File: config.mk
export PLATFORM = sky130hd
export DESIGN_NAME = eewp_port
export DESIGN_NICKNAME = d
export VERILOG_FILES = /design/src/eewp_port.v /design/src/eewp_buf2.v
export VERILOG_INCLUDE_DIRS = /design/src
export SDC_FILE = /design/constraint.sdc
export NUM_CORES = 1
export LEC_CHECK = 0
export BUFFER_PORTS_ARGS = -buffer_cell sky130_fd_sc_hd__buf_2
export CAP_MARGIN = 20
export CORE_UTILIZATION = 40
export CTS_CLUSTER_DIAMETER = 40
export CTS_CLUSTER_SIZE = 12
export DETAILED_ROUTE_END_ITERATION = 16
export PLACE_DENSITY = 0.65
export REMOVE_ABC_BUFFERS = 1
export SLEW_MARGIN = 20
export SYNTH_ARGS = -nofsm -noshare
export SYNTH_HDL_FRONTEND = slang
export SYNTH_SLANG_ARGS = --single-unit
export TNS_END_PERCENT = 5
File: constraint.sdc
create_clock -name CLK -period 2.35 [get_ports CLK]
set_input_delay 0.705 -clock CLK [delete_from_list [all_inputs] [get_ports CLK]]
set_output_delay 0.705 -clock CLK [all_outputs]
set_load 0.005 [all_outputs]
File: src/eewp_defines.vh
// Purpose: Constants for the two-wire memory write port.
// Assumes: Core clock of 125 MHz.
// Notes:   Timing counts derive from the printed times.
`ifndef EEWP_DEFINES_VH
`define EEWP_DEFINES_VH

// Device address word layout
`define EEWP_FAMILY_CODE    4'ha
`define EEWP_FAMILY_MSB     7
`define EEWP_FAMILY_LSB     4
`define EEWP_SELECT_MSB     3
`define EEWP_SELECT_LSB     1
`define EEWP_RW_BIT         0

// Byte framing
`define EEWP_LAST_BIT       3'h7
`define EEWP_PAGE_BITS      7

// Word stream layout
`define EEWP_ADDR_W         16
`define EEWP_DATA_W         8
`define EEWP_WORD_W         24

// Self-timed write cycle
`define EEWP_CLK_MHZ        125
`define EEWP_WR_TIME_MS     5
`define EEWP_WR_CYCLES      (`EEWP_WR_TIME_MS * 1000 * `EEWP_CLK_MHZ)
`define EEWP_WR_CNT_W       20

`endif

File: src/eewp_port.v
// Purpose: Slave side of a two-wire memory write port.
// Assumes: Bus clock and data arrive from pins, outside CLK's domain.
// Notes:   Words accepted without write protect leave on a buffered stream; reads are elsewhere.
`include "eewp_defines.vh"

module eewp_port #(
    parameter [`EEWP_WR_CNT_W-1:0] WRITE_CYCLES = `EEWP_WR_CYCLES
) (
    // Clock and reset
    input  wire                     CLK,
    input  wire                     RESET_N,
    // Two-wire link
    input  wire                     SCL_IN,
    input  wire                     SDA_IN,
    output reg                      SDA_OUT,
    output reg                      SDA_OE,
    // Straps and protection
    input  wire                     SELECT_STRAP_HIGH,
    input  wire                     SELECT_STRAP_MID,
    input  wire                     SELECT_STRAP_LOW,
    input  wire                     WRITE_PROTECT,
    // Word stream to the array
    output wire                     WORD_VALID,
    output wire [`EEWP_ADDR_W-1:0]  WORD_ADDR,
    output wire [`EEWP_DATA_W-1:0]  WORD_DATA,
    input  wire                     WORD_READY,
    // Status
    output reg                      WRITE_COMMIT,
    output reg                      WRITE_BUSY,
    output reg                      STANDBY
);

    // Protocol states
    localparam [6:0] ST_IDLE = 7'h01;
    localparam [6:0] ST_DEV  = 7'h02;
    localparam [6:0] ST_HI   = 7'h04;
    localparam [6:0] ST_LO   = 7'h08;
    localparam [6:0] ST_DATA = 7'h10;
    localparam [6:0] ST_ACK  = 7'h20;
    localparam [6:0] ST_SKIP = 7'h40;

    ////////////////////////////////////////////////////////////////////////////
    // Pin synchronisers

    // Reset to bus idle, so lines already high at release give no false start.
    // The third flops of clock and data feed only the edge detectors.
    // Straps and protect are static levels and need no edge history.
    reg        scl_m_q;
    reg        scl_s_q;
    reg        scl_p_q;
    reg        sda_m_q;
    reg        sda_s_q;
    reg        sda_p_q;
    reg  [3:0] pin_m_q;
    reg  [3:0] pin_s_q;

    always @(posedge CLK or negedge RESET_N) begin
        if (!RESET_N) begin
            scl_m_q <= 1'b1;
            scl_s_q <= 1'b1;
            scl_p_q <= 1'b1;
            sda_m_q <= 1'b1;
            sda_s_q <= 1'b1;
            sda_p_q <= 1'b1;
            pin_m_q <= 4'h0;
            pin_s_q <= 4'h0;
        end else begin
            scl_m_q <= SCL_IN;
            scl_s_q <= scl_m_q;
            scl_p_q <= scl_s_q;
            sda_m_q <= SDA_IN;
            sda_s_q <= sda_m_q;
            sda_p_q <= sda_s_q;
            pin_m_q <= {WRITE_PROTECT, SELECT_STRAP_HIGH, SELECT_STRAP_MID,
                        SELECT_STRAP_LOW};
            pin_s_q <= pin_m_q;
        end
    end

    wire       scl_rise;
    wire       scl_fall;
    wire       start_det;
    wire       stop_det;
    wire [2:0] strap;
    wire       wp;

    assign scl_rise  = scl_s_q & ~scl_p_q;
    assign scl_fall  = ~scl_s_q & scl_p_q;
    assign start_det = scl_s_q & scl_p_q & sda_p_q & ~sda_s_q;
    assign stop_det  = scl_s_q & scl_p_q & ~sda_p_q & sda_s_q;
    assign strap     = pin_s_q[2:0];
    assign wp        = pin_s_q[3];

    ////////////////////////////////////////////////////////////////////////////
    // Word buffer

    // Two words absorb a short sink stall; a third byte is refused on the
    // bus, because nothing here can hold it.
    reg                      push_q;
    reg  [`EEWP_WORD_W-1:0]  push_word_q;
    wire                     buf_ready;
    wire [`EEWP_WORD_W-1:0]  buf_word;

    eewp_buf2 #(
        .WIDTH     (`EEWP_WORD_W)
    ) u_buf (
        .clk       (CLK),
        .reset_n   (RESET_N),
        .in_valid  (push_q),
        .in_data   (push_word_q),
        .in_ready  (buf_ready),
        .out_valid (WORD_VALID),
        .out_data  (buf_word),
        .out_ready (WORD_READY)
    );

    assign WORD_ADDR = buf_word[`EEWP_WORD_W-1:`EEWP_DATA_W];
    assign WORD_DATA = buf_word[`EEWP_DATA_W-1:0];

    ////////////////////////////////////////////////////////////////////////////
    // Byte engine

    reg  [6:0]                state_q;
    reg  [6:0]                after_ack_q;
    reg  [2:0]                bit_cnt_q;
    reg  [7:0]                shift_q;
    reg                       ack_on_q;
    reg                       rw_q;
    reg                       wr_seen_q;
    reg  [`EEWP_ADDR_W-1:0]   addr_q;
    reg  [`EEWP_WR_CNT_W-1:0] wr_cnt_q;

    wire [7:0] byte_in;
    wire       last_bit;
    wire       dev_match;
    wire       in_write;
    wire [6:0] page_next;
    wire       family_ok;
    wire       select_ok;
    wire       commit_now;

    assign byte_in  = {shift_q[6:0], sda_s_q};
    assign last_bit = (bit_cnt_q == `EEWP_LAST_BIT);

    assign family_ok = (byte_in[`EEWP_FAMILY_MSB:`EEWP_FAMILY_LSB] == `EEWP_FAMILY_CODE);
    assign select_ok = (byte_in[`EEWP_SELECT_MSB:`EEWP_SELECT_LSB] == strap);
    // busy refuses all
    // Polling depends on this: the refused word is the busy answer
    assign dev_match = family_ok & select_ok & ~WRITE_BUSY;
    assign in_write  = ~rw_q & wr_seen_q;
    assign page_next = addr_q[`EEWP_PAGE_BITS-1:0] + 7'h01;
    // protected write dropped
    // A stop after address bytes only leaves the array alone
    assign commit_now = stop_det & in_write & ~wp & ~WRITE_BUSY;

    always @(posedge CLK or negedge RESET_N) begin
        if (!RESET_N) begin
            state_q      <= ST_IDLE;
            after_ack_q  <= ST_IDLE;
            bit_cnt_q    <= 3'h0;
            shift_q      <= 8'h00;
            ack_on_q     <= 1'b0;
            rw_q         <= 1'b0;
            wr_seen_q    <= 1'b0;
            addr_q       <= 16'h0000;
            push_q       <= 1'b0;
            push_word_q  <= 24'h000000;
            SDA_OE       <= 1'b0;
        end else begin
            push_q       <= 1'b0;

            if (start_det) begin
                state_q   <= ST_DEV;
                bit_cnt_q <= 3'h0;
                ack_on_q  <= 1'b0;
                wr_seen_q <= 1'b0;
                SDA_OE    <= 1'b0;
            end else if (stop_det) begin
                // The cycle timer takes the commit from this same stop
                state_q   <= ST_IDLE;
                wr_seen_q <= 1'b0;
                ack_on_q  <= 1'b0;
                SDA_OE    <= 1'b0;
            end else begin
                case (state_q)
                    ST_DEV, ST_HI, ST_LO, ST_DATA: begin
                        if (scl_rise) begin
                            shift_q   <= byte_in;
                            bit_cnt_q <= bit_cnt_q + 3'h1;
                            if (last_bit) begin
                                state_q <= ST_ACK;
                                case (state_q)
                                    ST_DEV: begin
                                        if (dev_match) begin
                                            rw_q        <= byte_in[`EEWP_RW_BIT];
                                            after_ack_q <= byte_in[`EEWP_RW_BIT] ?
                                                           ST_SKIP : ST_HI;
                                        end else begin
                                            state_q <= ST_SKIP;
                                        end
                                    end
                                    ST_HI: begin
                                        addr_q[15:8] <= byte_in;
                                        after_ack_q  <= ST_LO;
                                    end
                                    ST_LO: begin
                                        addr_q[7:0] <= byte_in;
                                        after_ack_q <= ST_DATA;
                                    end
                                    default: begin
                                        after_ack_q <= ST_DATA;
                                        if (!buf_ready) begin
                                            // Full buffer: refuse rather than lose
                                            state_q <= ST_SKIP;
                                        end else begin
                                            push_q      <= ~wp;
                                            push_word_q <= {addr_q, byte_in};
                                            wr_seen_q   <= 1'b1;
                                            addr_q[`EEWP_PAGE_BITS-1:0] <= page_next;
                                        end
                                    end
                                endcase
                            end
                        end
                    end
                    ST_ACK: begin
                        // ninth-clock acknowledge
                        // First fall ends the eighth bit and pulls the line,
                        // the second ends the ninth and lets it go.
                        if (scl_fall) begin
                            if (!ack_on_q) begin
                                ack_on_q <= 1'b1;
                                SDA_OE   <= 1'b1;
                            end else begin
                                ack_on_q  <= 1'b0;
                                SDA_OE    <= 1'b0;
                                bit_cnt_q <= 3'h0;
                                state_q   <= after_ack_q;
                            end
                        end
                    end
                    ST_SKIP: begin
                        // Wait for next start or stop
                        // Read data is served elsewhere, so the line stays free
                        SDA_OE <= 1'b0;
                    end
                    ST_IDLE: begin
                        SDA_OE <= 1'b0;
                    end
                    default: begin
                        state_q <= ST_IDLE;
                        SDA_OE  <= 1'b0;
                    end
                endcase
            end
        end
    end

    ////////////////////////////////////////////////////////////////////////////
    // Self-timed write cycle and status

    // Kept apart from the byte engine, so a start during the cycle
    // resyncs the engine without touching the timer.
    always @(posedge CLK or negedge RESET_N) begin
        if (!RESET_N) begin
            wr_cnt_q     <= {`EEWP_WR_CNT_W{1'b0}};
            WRITE_COMMIT <= 1'b0;
            WRITE_BUSY   <= 1'b0;
            STANDBY      <= 1'b1;
        end else begin
            WRITE_COMMIT <= commit_now;
            if (commit_now) begin
                WRITE_BUSY <= 1'b1;
                wr_cnt_q   <= {`EEWP_WR_CNT_W{1'b0}};
            end else if (WRITE_BUSY) begin
                if (wr_cnt_q == WRITE_CYCLES - 1'b1) begin
                    WRITE_BUSY <= 1'b0;
                    wr_cnt_q   <= {`EEWP_WR_CNT_W{1'b0}};
                end else begin
                    wr_cnt_q <= wr_cnt_q + 1'b1;
                end
            end
            STANDBY <= (state_q == ST_IDLE) & ~WRITE_BUSY;
        end
    end

    ////////////////////////////////////////////////////////////////////////////
    // Data line drive

    // only ever pull low
    // Drive value stays zero; SDA_OE alone decides whether the pin is pulled
    always @(posedge CLK or negedge RESET_N) begin
        if (!RESET_N) begin
            SDA_OUT <= 1'b0;
        end else begin
            SDA_OUT <= 1'b0;
        end
    end

endmodule // eewp_port

File: src/eewp_buf2.v
// Purpose: Two-entry buffer with valid and ready on both sides.
// Assumes: Single clock, asynchronous active-low reset.
// Notes:   Outputs and in_ready come straight from flip-flops.
module eewp_buf2 #(
    parameter WIDTH = 24
) (
    // Clock and reset
    input  wire             clk,
    input  wire             reset_n,
    // Filling side
    input  wire             in_valid,
    input  wire [WIDTH-1:0] in_data,
    output reg              in_ready,
    // Draining side
    output reg              out_valid,
    output reg  [WIDTH-1:0] out_data,
    input  wire             out_ready
);

    reg [WIDTH-1:0] tail_q;
    reg             tail_v_q;
    wire            push;
    wire            pop;

    assign push = in_valid & in_ready;
    assign pop  = out_valid & out_ready;

    ////////////////////////////////////////////////////////////////////////////
    always @(posedge clk or negedge reset_n) begin
        if (!reset_n) begin
            out_valid <= 1'b0;
            out_data  <= {WIDTH{1'b0}};
            tail_q    <= {WIDTH{1'b0}};
            tail_v_q  <= 1'b0;
            in_ready  <= 1'b1;
        end else begin
            if (pop) begin
                if (tail_v_q) begin
                    out_data <= tail_q;
                    tail_v_q <= push;
                    in_ready <= ~push;
                    if (push) begin
                        tail_q <= in_data;
                    end
                end else begin
                    out_valid <= push;
                    if (push) begin
                        out_data <= in_data;
                    end
                end
            end else if (push) begin
                if (!out_valid) begin
                    out_valid <= 1'b1;
                    out_data  <= in_data;
                end else begin
                    tail_q   <= in_data;
                    tail_v_q <= 1'b1;
                    // Full: refuse until the drain side takes a word
                    in_ready <= 1'b0;
                end
            end
        end
    end

endmodule // eewp_buf2

# ---- Word-level counts from Yosys, hierarchy flattened
# Cells that the tools add are included.
dict set report totals {
  elab_cells 191
  reg_bits 157
  out_inout_bits 30
  input_bits 9
}
dict set report op_classes {
  n_mux 69
  reduce_logical 34
  eq_ne 27
  bitwise 28
  addsub 3
}
# operator count
set ops {}
lappend ops {{$mux W24} 9}
lappend ops {{$mux W7} 11}
lappend ops {{$mux W20} 3}
lappend ops {{$pmux W7 S2} 3}
lappend ops {{$mux W1} 35}
lappend ops {{$pmux W7 S3} 1}
lappend ops {{$reduce_and A7 Y1} 3}
lappend ops {{$reduce_bool A3 Y1} 7}
lappend ops {{$add A20 B1 Y20 const B} 1}
lappend ops {{$eq A20 B20 Y1 const B} 1}
lappend ops {{$reduce_and A6 Y1} 3}
lappend ops {{$and A1 B1 Y1} 16}
lappend ops {{$ne A4 B4 Y1 const B} 4}
lappend ops {{$mux W3} 5}
lappend ops {{$reduce_and A5 Y1} 3}
lappend ops {{$ne A3 B3 Y1 const B} 4}
lappend ops {{$not A1 Y1} 12}
lappend ops {{$ne A2 B2 Y1 const B} 5}
lappend ops {{$reduce_bool A2 Y1} 5}
lappend ops {{$reduce_and A2 Y1} 4}
lappend ops {{$reduce_and A4 Y1} 2}
lappend ops {{$add A7 B1 Y7 const B} 1}
lappend ops {{$eq A7 B1 Y1 const B} 1}
lappend ops {{$eq A7 B2 Y1 const B} 1}
lappend ops {{17 further kinds} 21}

# ---- Logic depth before layout (Yosys ltp)
# Gate-level depths: netlist of run 1.
dict set report depth {
  depth_word 10
  ltp_mapped 10
  ltp_nobuf 7
}

# ---- By module
# From an unflattened synthesis of run 1, not the netlist that was laid out.
dict set report hier_totals {
  hier_cells 618
  area_unflattened_um2 7219.4
}
# mod cells_each seq_area_each_um2 n_inst area_per_inst_um2
set modules_own_cells {}
lappend modules_own_cells {eewp_port 419 2613.8 1 4775.8}
lappend modules_own_cells {eewp_buf2 199 1277.5 1 2443.6}

# ---- Least setup slack after synthesis of run 1
# Ideal clock, no wire load.
dict set report synth_path {
  kind {flip-flop to flip-flop}
  startpoint {register bit_cnt_q[0]}
  endpoint {register push_word_q[10]}
  stages_incl_launch_ff 10
  n_path_buf 3
  arrival_ns 1.948
  synth_period_minus_slack_ns 2.073
  slack_ns 0.277
  required_time_ns 2.225
  setup_time_ns 0.125
  path_cell_list {dfrtp_1 ha_1 ha_1 and3b_1 buf_6 and3_1 and4_4 buf_6 buf_8 mux2_4}
}
dict set report synth_between {
  elab_chain_cells 2
}
# item line
set synth_rtl {}
lappend synth_rtl {{from (decl)} eewp_port.v:125} ;# reg [2:0] bit_cnt_q;
lappend synth_rtl {{from (signal assigned)} eewp_port.v:189} ;# bit_cnt_q <= bit_cnt_q + 3'h1;
lappend synth_rtl {{$eq A3 B3 Y1 (no line)} -}
lappend synth_rtl {{$reduce_and A7 Y1 (no line)} -}
lappend synth_rtl {{to (signal assigned)} eewp_port.v:217} ;# push_word_q <= {addr_q, byte_in};
lappend synth_rtl {{to (decl)} eewp_port.v:100} ;# reg [`EEWP_WORD_W-1:0] push_word_q;
# No other way between the ends.
# A chain may end at the register's enable or synchronous reset.

# ---- Worst setup path after layout of run 1
dict set report layout_path {
  startpoint {register state_q[4]}
  endpoint {register shift_q[4]}
}
dict set report layout_between {
  elab_chain_cells 3
  word_cells_on_any_way 6
  cone_classes {eq/ne (4); reduce/logical (2)}
}
# item line
set layout_rtl {}
lappend layout_rtl {{from (decl)} eewp_port.v:123} ;# reg [6:0] state_q;
lappend layout_rtl {{from (signal assigned)} eewp_port.v:238} ;# state_q <= after_ack_q;
lappend layout_rtl {{$eq A7 B4 Y1 (tied with other cells)} eewp_port.v:185} ;# case (state_q)
lappend layout_rtl {{$reduce_or A4 Y1 *} eewp_port.v:185}
lappend layout_rtl {{$reduce_and A4 Y1 (no line) *} -}
lappend layout_rtl {{to (signal assigned)} eewp_port.v:188} ;# shift_q <= byte_in;
lappend layout_rtl {{to (decl)} eewp_port.v:126} ;# reg [7:0] shift_q;
# Mark *: on every way between the ends. The rest lies on a longest branch, timed or not.

==> summary.md, run 1 <==
| Metric | Value |
|---|---|
| Status | complete, no violations |
| Die area | 18250 um^2 |
| Final Skew | about 7.3 ps |
| Clock sinks | around 160 |
| Post-CTS resize count | 0 |
| Post-route DRC violation count | 0 |
| Flop pwr share | between 40 and 50% |
| Max_cap viols | 0 |
| Combinational share of power | around 5.7% |
| Fmax achieved | roughly 0.46 GHz |
| Critical Path End Type | flip-flop |
| Number of global-route vias before repair | ~4900 |
| Asr flop ratio synth | between 90% and 100% |
| Arrival time worst endpoint | 2490 ps |
| RePlAce Congestion | between 0.8 and 0.9 |
| Yosys reg bits | roughly 160 |
| Clk pwr share | 49.1% |
| Fin. Hold Viols | 0 |
| Total congestion overflow | 0 |
| Routed len/inst | about 16 um |
| Final period utilization | 92.87% |
| RR Startpoint | state_q[4] |
| H-tree Lvls | 4 |
| Die Wd | around 140 um |
| Primary FF master, synth | dfrtp_1 |
| First-pass GRT wire length | about 25 mm |
| Layout Cells excl Fill | between 800 and 900 |
| I/O pins | 39 |
| Post-synth top area share | 51.21% |
| Register area share after synthesis | a little over half |
| Initial DRC Count | approximately 290 |
| Post-CTS setup buffer count | 0 |
| Largest net degree at the start of global routing | 50 |
| Core footprint | between 15000 and 20000 um^2 |
| DRT Pass-1 Iters | 4 |
| CP Launch Point | state_q[4] |
| Hold crit path type | in2async |
| Via count | between 4000 and 5000 |
| Filler cells | 1569 |
| CTS tree | built |
| CP required | 2660 ps |
| Sw Pwr | 0.001421 W |
| YS warnings | 0 |
| Internal power | 0.004736 W |
| Peak supply drop | 498.0 uV |
| Pwr/cell area | between 700 and 800 nW/um^2 |
| Slew margin rel. | between 50% and 60% |
| Switching share of total power | a little under a quarter |
| Setup TNS | 0 ps |
| End of the critical path | shift_q[4] |
| Clk_lat worst skew | roughly 430 ps |
| Largest area contributor in the netlist | dfrtp_1 |
| Synth Instances | around 610 |
| Final WL | around 14 mm |
| Die Ht | about 140 um |
| Setup violators final | 0 |
| Clock Path Buffers | 2 |
| Initial antenna violation count | 0 |
| # nets final | about 670 |
| DRT antenna net count | 0 |
| CP Launch Type | flip-flop |
| Final Critical Period | 2183 ps |
| Post-synth EDFFs | 0 |
| CTS buffer count | 17 |
| Inst Count DP | between 800 and 900 |
| Slew @ Worst Pin | 653.1 ps |
| Avg Cell Area, Syn | roughly 12 um^2 |
| Register-to-Register Path Depth | 4 |
| Reg2Reg Capture Point | shift_q[4] |
| Synth Cell Area | ~7100 um^2 |
| Vias per cell | 5.240 |
| Layout cell share with drive strength beyond 1 | ~28% |
| Crit path kind | reg2reg |
| Leakage | between 3 and 4 nW |
| Placed wire-length estimate | approximately 9.8 mm |
| Total global-route track usage | 17.49% |
| Critical Path Fanout Max | 8 |
| Area added between synthesis and finish | 16.40% |
| CTS clk-pin slew, worst paths | ~70 ps |
| Starting Density | 40.96% |
| Root Driver | clkbuf_16 |
| R2r setup slk | 170 ps |
| Largest cells by area after synthesis | dfrtp_1, mux2_2, mux2i_1 |
| Unrepaired setup endpoints after global routing | no |
| Slew Limit Fails | 0 |
| Antenna diodes | 0 |
| Core Rows | 48 |
| Post-CTS Hold Fix Bufs | 0 |
| Post-synthesis cell type count | between 60 and 70 |
| PortBufs | 37 |
## cell families after synthesis
family	count (synthesis)	share of synthesized area (%)
fa+ha+maj	4	0.7064
simple gates	177	13.49
flops	155	54.92
compound gates	124	11.07
mux	96	15.73
other cells	1	0.05292
xor+xnor	5	0.6180
buf+inv	43	3.408
## registers in the layout (all words and copies together), names as in the netlist, 3 cells and up
| signal | flops |
|---|---|
| shift_q | 7 |
| addr_q | 16 |
| push_word_q | 24 |
| pin_s_q | 4 |
| u_buf.out_data | 24 |
| bit_cnt_q | 3 |
| state_q | 7 |
| pin_m_q | 4 |
| wr_cnt_q | 20 |
| after_ack_q | 5 |
| u_buf.tail_q | 24 |
## cell usage after synthesis (2+ instances only)
master and count:
a211oi_1 3, a21o_1 5, a21oi_1 25, a22o_1 6, a22oi_1 2, a311oi_1 2
a31oi_1 10, and3_1 2, buf_2 10, buf_4 2, buf_6 5, buf_8 2
clkbuf_1 10, dfrtp_1 145, dfstp_2 10, ha_1 4, inv_1 14, mux2_2 47
mux2_4 19, mux2i_1 30, nand2_1 72, nand2b_1 3, nand3_1 15, nand3b_1 2
nand4_1 6, nor2_1 25, nor2b_1 7, nor3_1 8, nor3_2 2, nor3_4 2
nor3b_1 2, nor4_1 2, nor4_2 3, nor4b_1 3, o211ai_1 2, o21ai_0 47
o21ba_2 2, o22ai_1 7, or2_2 3, or3_1 6, or4_1 2, or4b_1 2
xnor2_1 4
## metal layers
metal	routed length, um	track usage, %
met1	6683	22.60
met2	6869	28.66
met3	452	3.641
met4	222	6.929
met5	0	0
## per-stage QoR
stage	hold WS [ps]	util, %	setup WS, ps	instance area [um^2]	total power, W
after detailed placement	334.7	43.89	153.6	7592	0.003179
after CTS	213.9	47.69	145.3	8248	0.006226
after floorplan	331.2	-	207.0	6897	0.003025
after global routing	235.3	47.69	27.11	8248	0.006367
final	208.0	47.69	167.5	8248	0.006157
after global placement	335.9	43.89	177.2	7592	0.003169
## power groups by stage
stage / combinational, W / sequential (W) / clock [W]
global route: 0.000390 / 0.00278 / 0.00319
floorplan: 0.000213 / 0.00281 / 0
global placement: 0.000343 / 0.00283 / 0
CTS: 0.000354 / 0.00278 / 0.00309
detailed placement: 0.000351 / 0.00283 / 0
finish: 0.000349 / 0.00278 / 0.00303
## layout by cell type (no fill, tap or decap), types with 3 or more instances in the layout
master     Yosys  routed
a211oi_1       3       3
a21o_1         5       5
a21oi_1       25      25
a22o_1         6       6
a31oi_1       10      10
buf_12         0       4
buf_2         10      36
buf_4          2      19
bufinv_16      0       4
clkbuf_16      0      17
dfrtp_1      145     145
dfstp_2       10      10
ha_1           4       4
inv_1         14      14
inv_6          0       4
mux2_2        47      47
mux2_4        19      19
mux2i_1       30      30
nand2_1       72      72
nand2b_1       3       3
nand3_1       15      15
nand4_1        6       6
nor2_1        25      25
nor2b_1        7       7
nor3_1         8       8
nor4_2         3       3
nor4b_1        3       3
o21ai_0       47      47
o22ai_1        7       7
or2_2          3       3
or3_1          6       6
xnor2_1        4       4
## how the worst min path moves through the flow
stage,slack (ps),depth (start not counted),from,endpoint
finish,210,1,RESET_N,u_buf.out_data[18]
global route,240,1,RESET_N,u_buf.out_data[18]
CTS,210,1,RESET_N,u_buf.out_data[18]
detailed placement,330,0,pin_m_q[0],pin_s_q[0]
global placement,340,0,pin_m_q[1],pin_s_q[1]
floorplan,330,0,pin_m_q[0],pin_s_q[0]
## area by class of cell
cell class	instances	area, um^2	area share [%]
Sequential cell	155	3891	47.18
Clock inverter	13	202.7	2.458
Timing Repair Buffer	60	414.1	5.021
Tap cell	225	281.5	3.413
Clock buffer	19	452.9	5.492
Inverter	14	52.55	0.6371
Multi-Input combinational cell	407	2953	35.80
## critical path, cell delays in order, from the launching register on
cell	delay [ps]
dfrtp_1	500
xor2_1	310
a221oi_4	190
nor4b_4	640
mux2_2	410
Power figures use the tool's default switching activity.
==> run 2, diff against run 1 <==
--- a/config.mk
+++ b/config.mk
@@ -8,6 +8,7 @@
 export LEC_CHECK = 0
 export BUFFER_PORTS_ARGS = -buffer_cell sky130_fd_sc_hd__buf_2
 export CAP_MARGIN = 20
+export CORE_MARGIN = 3
 export CORE_UTILIZATION = 40
 export CTS_CLUSTER_DIAMETER = 40
 export CTS_CLUSTER_SIZE = 12
==> constraint.sdc (replaced) <==
create_clock -name CLK -period 2.3 [get_ports CLK]
set_input_delay 0.69 -clock CLK [delete_from_list [all_inputs] [get_ports CLK]]
set_output_delay 0.69 -clock CLK [all_outputs]
set_load 0.005 [all_outputs]
==> summary.md, run 2 (synthesis gave the netlist of run 1 again) <==
| Metric | Value |
|---|---|
| Hold crit path type | in2async |
| Dpl ws | 102.1 ps (-51.56 ps) |
| Tot Pwr | 0.005883 W (-4.4%) |
| Slew @ Worst Pin | 609.8 ps (-43.30 ps) |
| Area added between synthesis and finish | 14.27% |
| Die Wd | 139.1 um (+3.0%) |
| Routed len/inst | 15.41 um (-3.3%) |
| CTS clk-pin slew, worst paths | 60 ps (about the same) |
| CTS tree | built |
| Final Critical Period | 2153 ps (-29.26 ps) |
| PortBufs | 37 (unchanged) |
| Peak supply drop | 505.6 uV (+1.5%) |
| Slew margin rel. | 59.18% (+2.9 points) |
| Critical Path Fanout Max | 8 (unchanged) |
| Largest net degree at the start of global routing | 49 (-2.0%) |
| Layout cell share with drive strength beyond 1 | 27.31% (-0.98 points) |
| Via count | 4736 (+1.2%) |
| Post-route cell area | 8097 um^2 (-1.8%) |
| Pwr/cell area | 726.6 nW/um^2 (-2.7%) |
| Final period utilization | 93.62% (+0.75 points) |
| Post-CTS setup buffer count | 0 (unchanged) |
| DRT Pass-1 Iters | 5 (+1) |
| Clock Path Buffers | 2 (unchanged) |
| Slew Limit Fails | 0 (unchanged) |
| Core Rows | 48 (unchanged) |
| Switching share of total power | 22.74% (-0.34 points) |
| Total congestion overflow | 0 (unchanged) |
| Starting Density | 40.96% (unchanged) |
| Die Ht | 139.1 um (+3.0%) |
| # nets final | 661 (-1.0%) |
| Crit path kind | reg2reg |
| Most frequent cells in the layout | dfrtp_1, nand2_1, o21ai_0, mux2_2, buf_2 |
| Fin. Hold Viols | 0 (unchanged) |
| Post-route DRC violation count | 0 (unchanged) |
| Unrepaired setup endpoints after global routing | no |
| R2r setup slk | 150 ps (-20 ps) |
| Setup violators final | 0 (unchanged) |
| Flop pwr share | 48.3% (+3.1 points) |
| H-tree Lvls | 4 (unchanged) |
| Filler cells | 1601 (+2.0%) |
| Final WL | 13.62 mm (-4.2%) |
| Final WS setup | 146.8 ps (-20.74 ps) |
| Clock sinks | 155 (unchanged) |
| Core footprint | 17300 um^2 (unchanged) |
| RePlAce Congestion | 0.8284 (-1.6%) |
| CTS buffer count | 17 (unchanged) |
| Clk pwr share | 45.6% (-3.5 points) |
| Status | complete, no violations |
| Footprint of the multi-input gates | 2958 um^2 (+0.17%) |
| Internal power | 0.004545 W (-4.0%) |
| Vias per cell | 5.357 (+2.2%) |
| Sw Pwr | 0.001337 W (-5.9%) |
| Combinational share of power | 6.1% (+0.4 points) |
| Initial DRC Count | 374 (+29%) |
| Initial antenna violation count | 0 (unchanged) |
| Antenna diodes | 0 (unchanged) |
| Die area | 19350 um^2 (+6.0%) |
| Placed Area | 7527 um^2 (-0.86%) |
| CP Launch Type | flip-flop |
| Reg2Reg Capture Point | shift_q[2] |
| Most common cell after layout, fill and taps aside | dfrtp_1 |
| Final Skew | 10.56 ps (+3.253 ps) |
| Max_cap viols | 0 (unchanged) |
| I/O pins | 39 (unchanged) |
| Register-to-Register Path Depth | 4 (unchanged) |
| Critical Path End Type | flip-flop |
| Total global-route track usage | 15.17% (-2.3 points) |
| Root Driver | clkbuf_16 |
| Register area | 3891 um^2 (unchanged) |
| Clk_lat worst skew | 420 ps (about the same) |
| Regs by FF count | push_word_q (24), u_buf.out_data (24), u_buf.tail_q (24) |
| Number of global-route vias before repair | 4838 (-1.1%) |
| Setup TNS | 0 ps (unchanged) |
| Arrival time worst endpoint | 2450 ps (-40 ps) |
| RR Startpoint | state_q[2] |
| CP required | 2600 ps (-60 ps) |
| DRT antenna net count | 0 (unchanged) |
| First-pass GRT wire length | 24.01 mm (-3.6%) |
| Fmax achieved | 0.4644 GHz (+1.4%) |
| Placed wire-length estimate | 9.195 mm (-5.8%) |
| Leakage | 3.889 nW (-2.1%) |
[run 2: cell types whose count changed in the layout (fill, tap and decap cells not counted), moves of 2 or more]
| cell | previous run | this run |
|---|---|---|
| buf_4 | 19 | 13 |
| clkinv_2 | 0 | 4 |
| inv_8 | 2 | 0 |
| inv_6 | 4 | 2 |
| bufinv_16 | 4 | 2 |
[run 2: worst max path at each step]
stage / startpoint / to / slack (ps)
floorplan: wr_cnt_q[0] / wr_cnt_q[8] / 160
global placement: WORD_READY / u_buf.tail_q[18] / 160
detailed placement: WORD_READY / u_buf.tail_q[15] / 100
CTS: bit_cnt_q[0] / push_word_q[0] / 120
global route: state_q[2] / shift_q[2] / 9
finish: state_q[2] / shift_q[2] / 150
[run 2: repair_timing]
| action | in CTS | in global routing |
|---|---|---|
| gates resized for setup | 0 | 1 |
| endpoints found under the setup margin | 0 | 2 |
| hold buffers | 0 | 0 |
| endpoints found under the hold margin | 0 | 0 |
[run 2: layout make-up]
type	instances	share of cell area, %
flip-flops and latches	155	48.06
multi-input cells	407	36.53
clock buffers	19	5.471
repair buffers	53	4.312
well taps	225	3.477
clock inverters	11	1.499
inverters	14	0.6490
[run 2: stage by stage]
step	cells	hold WS [ps]	utilization, %
final	884	172.7	46.81
after global routing	884	192.4	46.81
after CTS	884	177.9	46.78
after detailed placement	854	335.6	43.52
after global placement	854	334.1	43.52
after floorplan	576	331.2	-
[run 2: per-layer routing]
layer	global-route usage [%]	vias to the layer above	share of wire [%]
li1	-	2274	-
met1	20.17	2312	45
met2	23.75	132	49
met3	3.621	18	4.9
met4	6.694	0	1.9
met5	0	-	0
[run 2: worst max-delay path: stages (launching register included)]
cell and delay [ps]:
dfrtp_1 470, nor2b_1 350, a221oi_4 190, nor4b_4 610
mux2_2 410
[run 2: power by group through the flow]
stage / clock network (W) / registers (W) / logic, W
2_1_floorplan: 0 / 0.00287 / 0.000218
3_3_place_gp: 0 / 0.00289 / 0.000345
3_5_place_dp: 0 / 0.00289 / 0.000355
4_1_cts: 0.00276 / 0.00284 / 0.000358
5_1_grt: 0.00287 / 0.00285 / 0.000395
6_report: 0.00268 / 0.00284 / 0.000356
==> run 3, diff against run 2 <==
--- a/config.mk
+++ b/config.mk
@@ -8,6 +8,7 @@
 export LEC_CHECK = 0
 export BUFFER_PORTS_ARGS = -buffer_cell sky130_fd_sc_hd__buf_2
 export CAP_MARGIN = 20
+export CORE_ASPECT_RATIO = 1.1
 export CORE_MARGIN = 3
 export CORE_UTILIZATION = 40
 export CTS_CLUSTER_DIAMETER = 40
==> summary.md, run 3 (synthesis gave the netlist of run 1 again) <==
| Metric | Value |
|---|---|
| Status | complete, no violations |
| RePlAce Congestion | 0.8656 (+4.5%) |
| Filler cells | 1589 (-0.75%) |
| I/O pins | 39 (unchanged) |
| Most frequent CP cell | ha_1 |
| # nets final | 663 (+0.30%) |
| Post-CTS setup buffer count | 0 (unchanged) |
| Layout cell share with drive strength beyond 1 | 27.75% (+0.44 points) |
| Final Skew | 12.99 ps (+2.427 ps) |
| Crit path kind | reg2reg |
| Slew Limit Fails | 0 (unchanged) |
| Setup violators final | 0 (unchanged) |
| Register-to-Register Path Depth | 7 (+3) |
| Flop pwr share | 46.5% (-1.8 points) |
| Slew margin rel. | 59.53% (+0.35 points) |
| Slowest stage cell on the critical path | dfrtp_1 |
| CTS tree | built |
| Final Critical Period | 2138 ps (-15.59 ps) |
| Hold crit path type | in2async |
| Clock Path Buffers | 2 (unchanged) |
| Clk_lat worst skew | 420 ps (about the same) |
| Total congestion overflow | 0 (unchanged) |
| Sw Pwr | 0.001376 W (+2.9%) |
| First-pass GRT wire length | 23.78 mm (-0.92%) |
| Area added between synthesis and finish | 15.80% |
| Vias per cell | 5.203 (-2.9%) |
| Routed len/inst | 15.18 um (-1.5%) |
| Arrival time worst endpoint | 2440 ps (about the same) |
| CP Launch Point | bit_cnt_q[0] |
| Clk pwr share | 47.7% (+2.1 points) |
| Critical Path Fanout Max | 15 (+7) |
| Antenna diodes | 0 (unchanged) |
| Core Rows | 50 (+4.2%) |
| Post-CTS Hold Fix Bufs | 0 (unchanged) |
| Die Ht | 145.6 um (+4.7%) |
| PortBufs | 37 (unchanged) |
| Slew @ Worst Pin | 607.1 ps (-2.743 ps) |
| Largest net degree at the start of global routing | 57 (+16%) |
| Max incr delay on CP | 380 ps (-230 ps) |
| Peak supply drop | 536.0 uV (+6.0%) |
| Number of global-route vias before repair | 4772 (-1.4%) |
| Via count | 4667 (-1.5%) |
| CTS clk-pin slew, worst paths | 60 ps (about the same) |
| Post-CTS resize count | 0 (unchanged) |
| Leakage | 3.928 nW (+1.0%) |
| Reg2Reg Capture Point | push_word_q[4] |
| Clock sinks | 155 (unchanged) |
| Post-route DRC violation count | 0 (unchanged) |
| Final period utilization | 92.94% (-0.68 points) |
| Most common cell after layout, fill and taps aside | dfrtp_1 |
| Fin. Hold Viols | 0 (unchanged) |
| Die area | 19350 um^2 (about the same) |
| Unrepaired setup endpoints after global routing | no |
| Max_cap viols | 0 (unchanged) |
| Setup TNS | 0 ps (unchanged) |
| Placed wire-length estimate | 9.354 mm (+1.7%) |
| DRT Pass-1 Iters | 4 (-1) |
| Initial antenna violation count | 0 (unchanged) |
| Post-layout util | 47.69% (+0.88 points) |
| RR Startpoint | bit_cnt_q[0] |
| Core footprint | 17200 um^2 (-0.54%) |
| Final WL | 13.62 mm (about the same) |
| Combinational share of power | 5.8% (-0.3 points) |
| Root Driver | clkbuf_16 |
| Initial DRC Count | 206 (-45%) |
| Starting Density | 41.19% (+0.22 points) |
| Layout Cells excl Fill | 897 (+1.5%) |
| CTS buffer count | 17 (unchanged) |
| Hold WS | 230.5 ps (+57.82 ps) |
| Placed Area | 7579 um^2 (+0.68%) |
| Switching share of total power | 22.51% (-0.23 points) |
| Post-route cell area | 8205 um^2 (+1.3%) |
| Pwr/cell area | 745.0 nW/um^2 (+2.5%) |
| Critical Path End Type | flip-flop |
| Worst-path cell chain | ha_1, ha_1, and3b_1, and3_1, and4_4, buf_12, mux2_2 |
| H-tree Lvls | 4 (unchanged) |
| CP Launch Type | flip-flop |
| R2r setup slk | 160 ps (+20 ps) |
| Fmax achieved | 0.4678 GHz (+0.73%) |
| Internal power | 0.004737 W (+4.2%) |
| Regs by FF count | push_word_q (24), u_buf.out_data (24), u_buf.tail_q (24) |
| Inst Count DP | 865 (+1.3%) |
| Die Wd | 132.9 um (-4.5%) |
| CP required | 2610 ps (about the same) |
| Total global-route track usage | 14.90% (-0.27 points) |
| Most frequent cells in the layout | dfrtp_1, nand2_1, o21ai_0, mux2_2, buf_2 |
| DRT antenna net count | 0 (unchanged) |
-- run 3: cell count changes in the layout (fill, tap and decap cells not counted), sizes merged --
cell	previous run	this run
clkinvlp	2	4
buf	53	55
inv	16	17
clkinv	5	2
bufinv	2	3
clkbuf	19	20
-- run 3: power by group through the flow --
stage               registers [W]  clock network, W  logic [W]
floorplan                 0.00287                 0   0.000218
global placement          0.00289                 0   0.000352
detailed placement        0.00289                 0   0.000360
CTS                       0.00284           0.00300   0.000363
global route              0.00285           0.00311   0.000397
finish                    0.00284           0.00292   0.000355
-- run 3: worst max path at each step --
stage | to | slack [ps]
6_report | push_word_q[4] | 160
5_1_grt | wr_cnt_q[18] | 5
4_1_cts | push_word_q[4] | 140
3_5_place_dp | u_buf.tail_q[12] | 130
3_3_place_gp | u_buf.tail_q[13] | 190
2_1_floorplan | wr_cnt_q[8] | 160
-- run 3: critical path: cells and delay by family (launching register included) --
family	cells	cell delay (ps)
buffers and inverters	1	200
and+or+nand+nor	3	760
DFF	1	380
muxes	1	340
adders and majority gates	2	340
-- run 3: per-layer routing --
| metal | vias up | GRT usage, % | wire (um) |
|---|---|---|---|
| li1 | 2270 | - | - |
| met1 | 2302 | 19.24 | 6141 |
| met2 | 76 | 24.29 | 6751 |
| met3 | 19 | 3.804 | 492 |
| met4 | 0 | 5.353 | 232 |
| met5 | - | 0 | 0 |
-- run 3: layout make-up --
cell class / instances / area [um^2] / area share (%)
clock buffer: 20 / 466.7 / 5.688
clock inverter: 12 / 160.2 / 1.952
inverter: 14 / 52.55 / 0.6404
multi-input combinational: 407 / 2953 / 35.99
sequential: 155 / 3891 / 47.42
tap: 234 / 292.8 / 3.568
timing repair buffer: 55 / 389.1 / 4.742
-- run 3: per-stage QoR --
step                power (W)  worst slack, ps
finish               0.006113            162.3
global route         0.006355            4.501
CTS                  0.006206            136.4
detailed placement   0.003252            131.2
global placement     0.003241            187.7
floorplan            0.003091            157.0
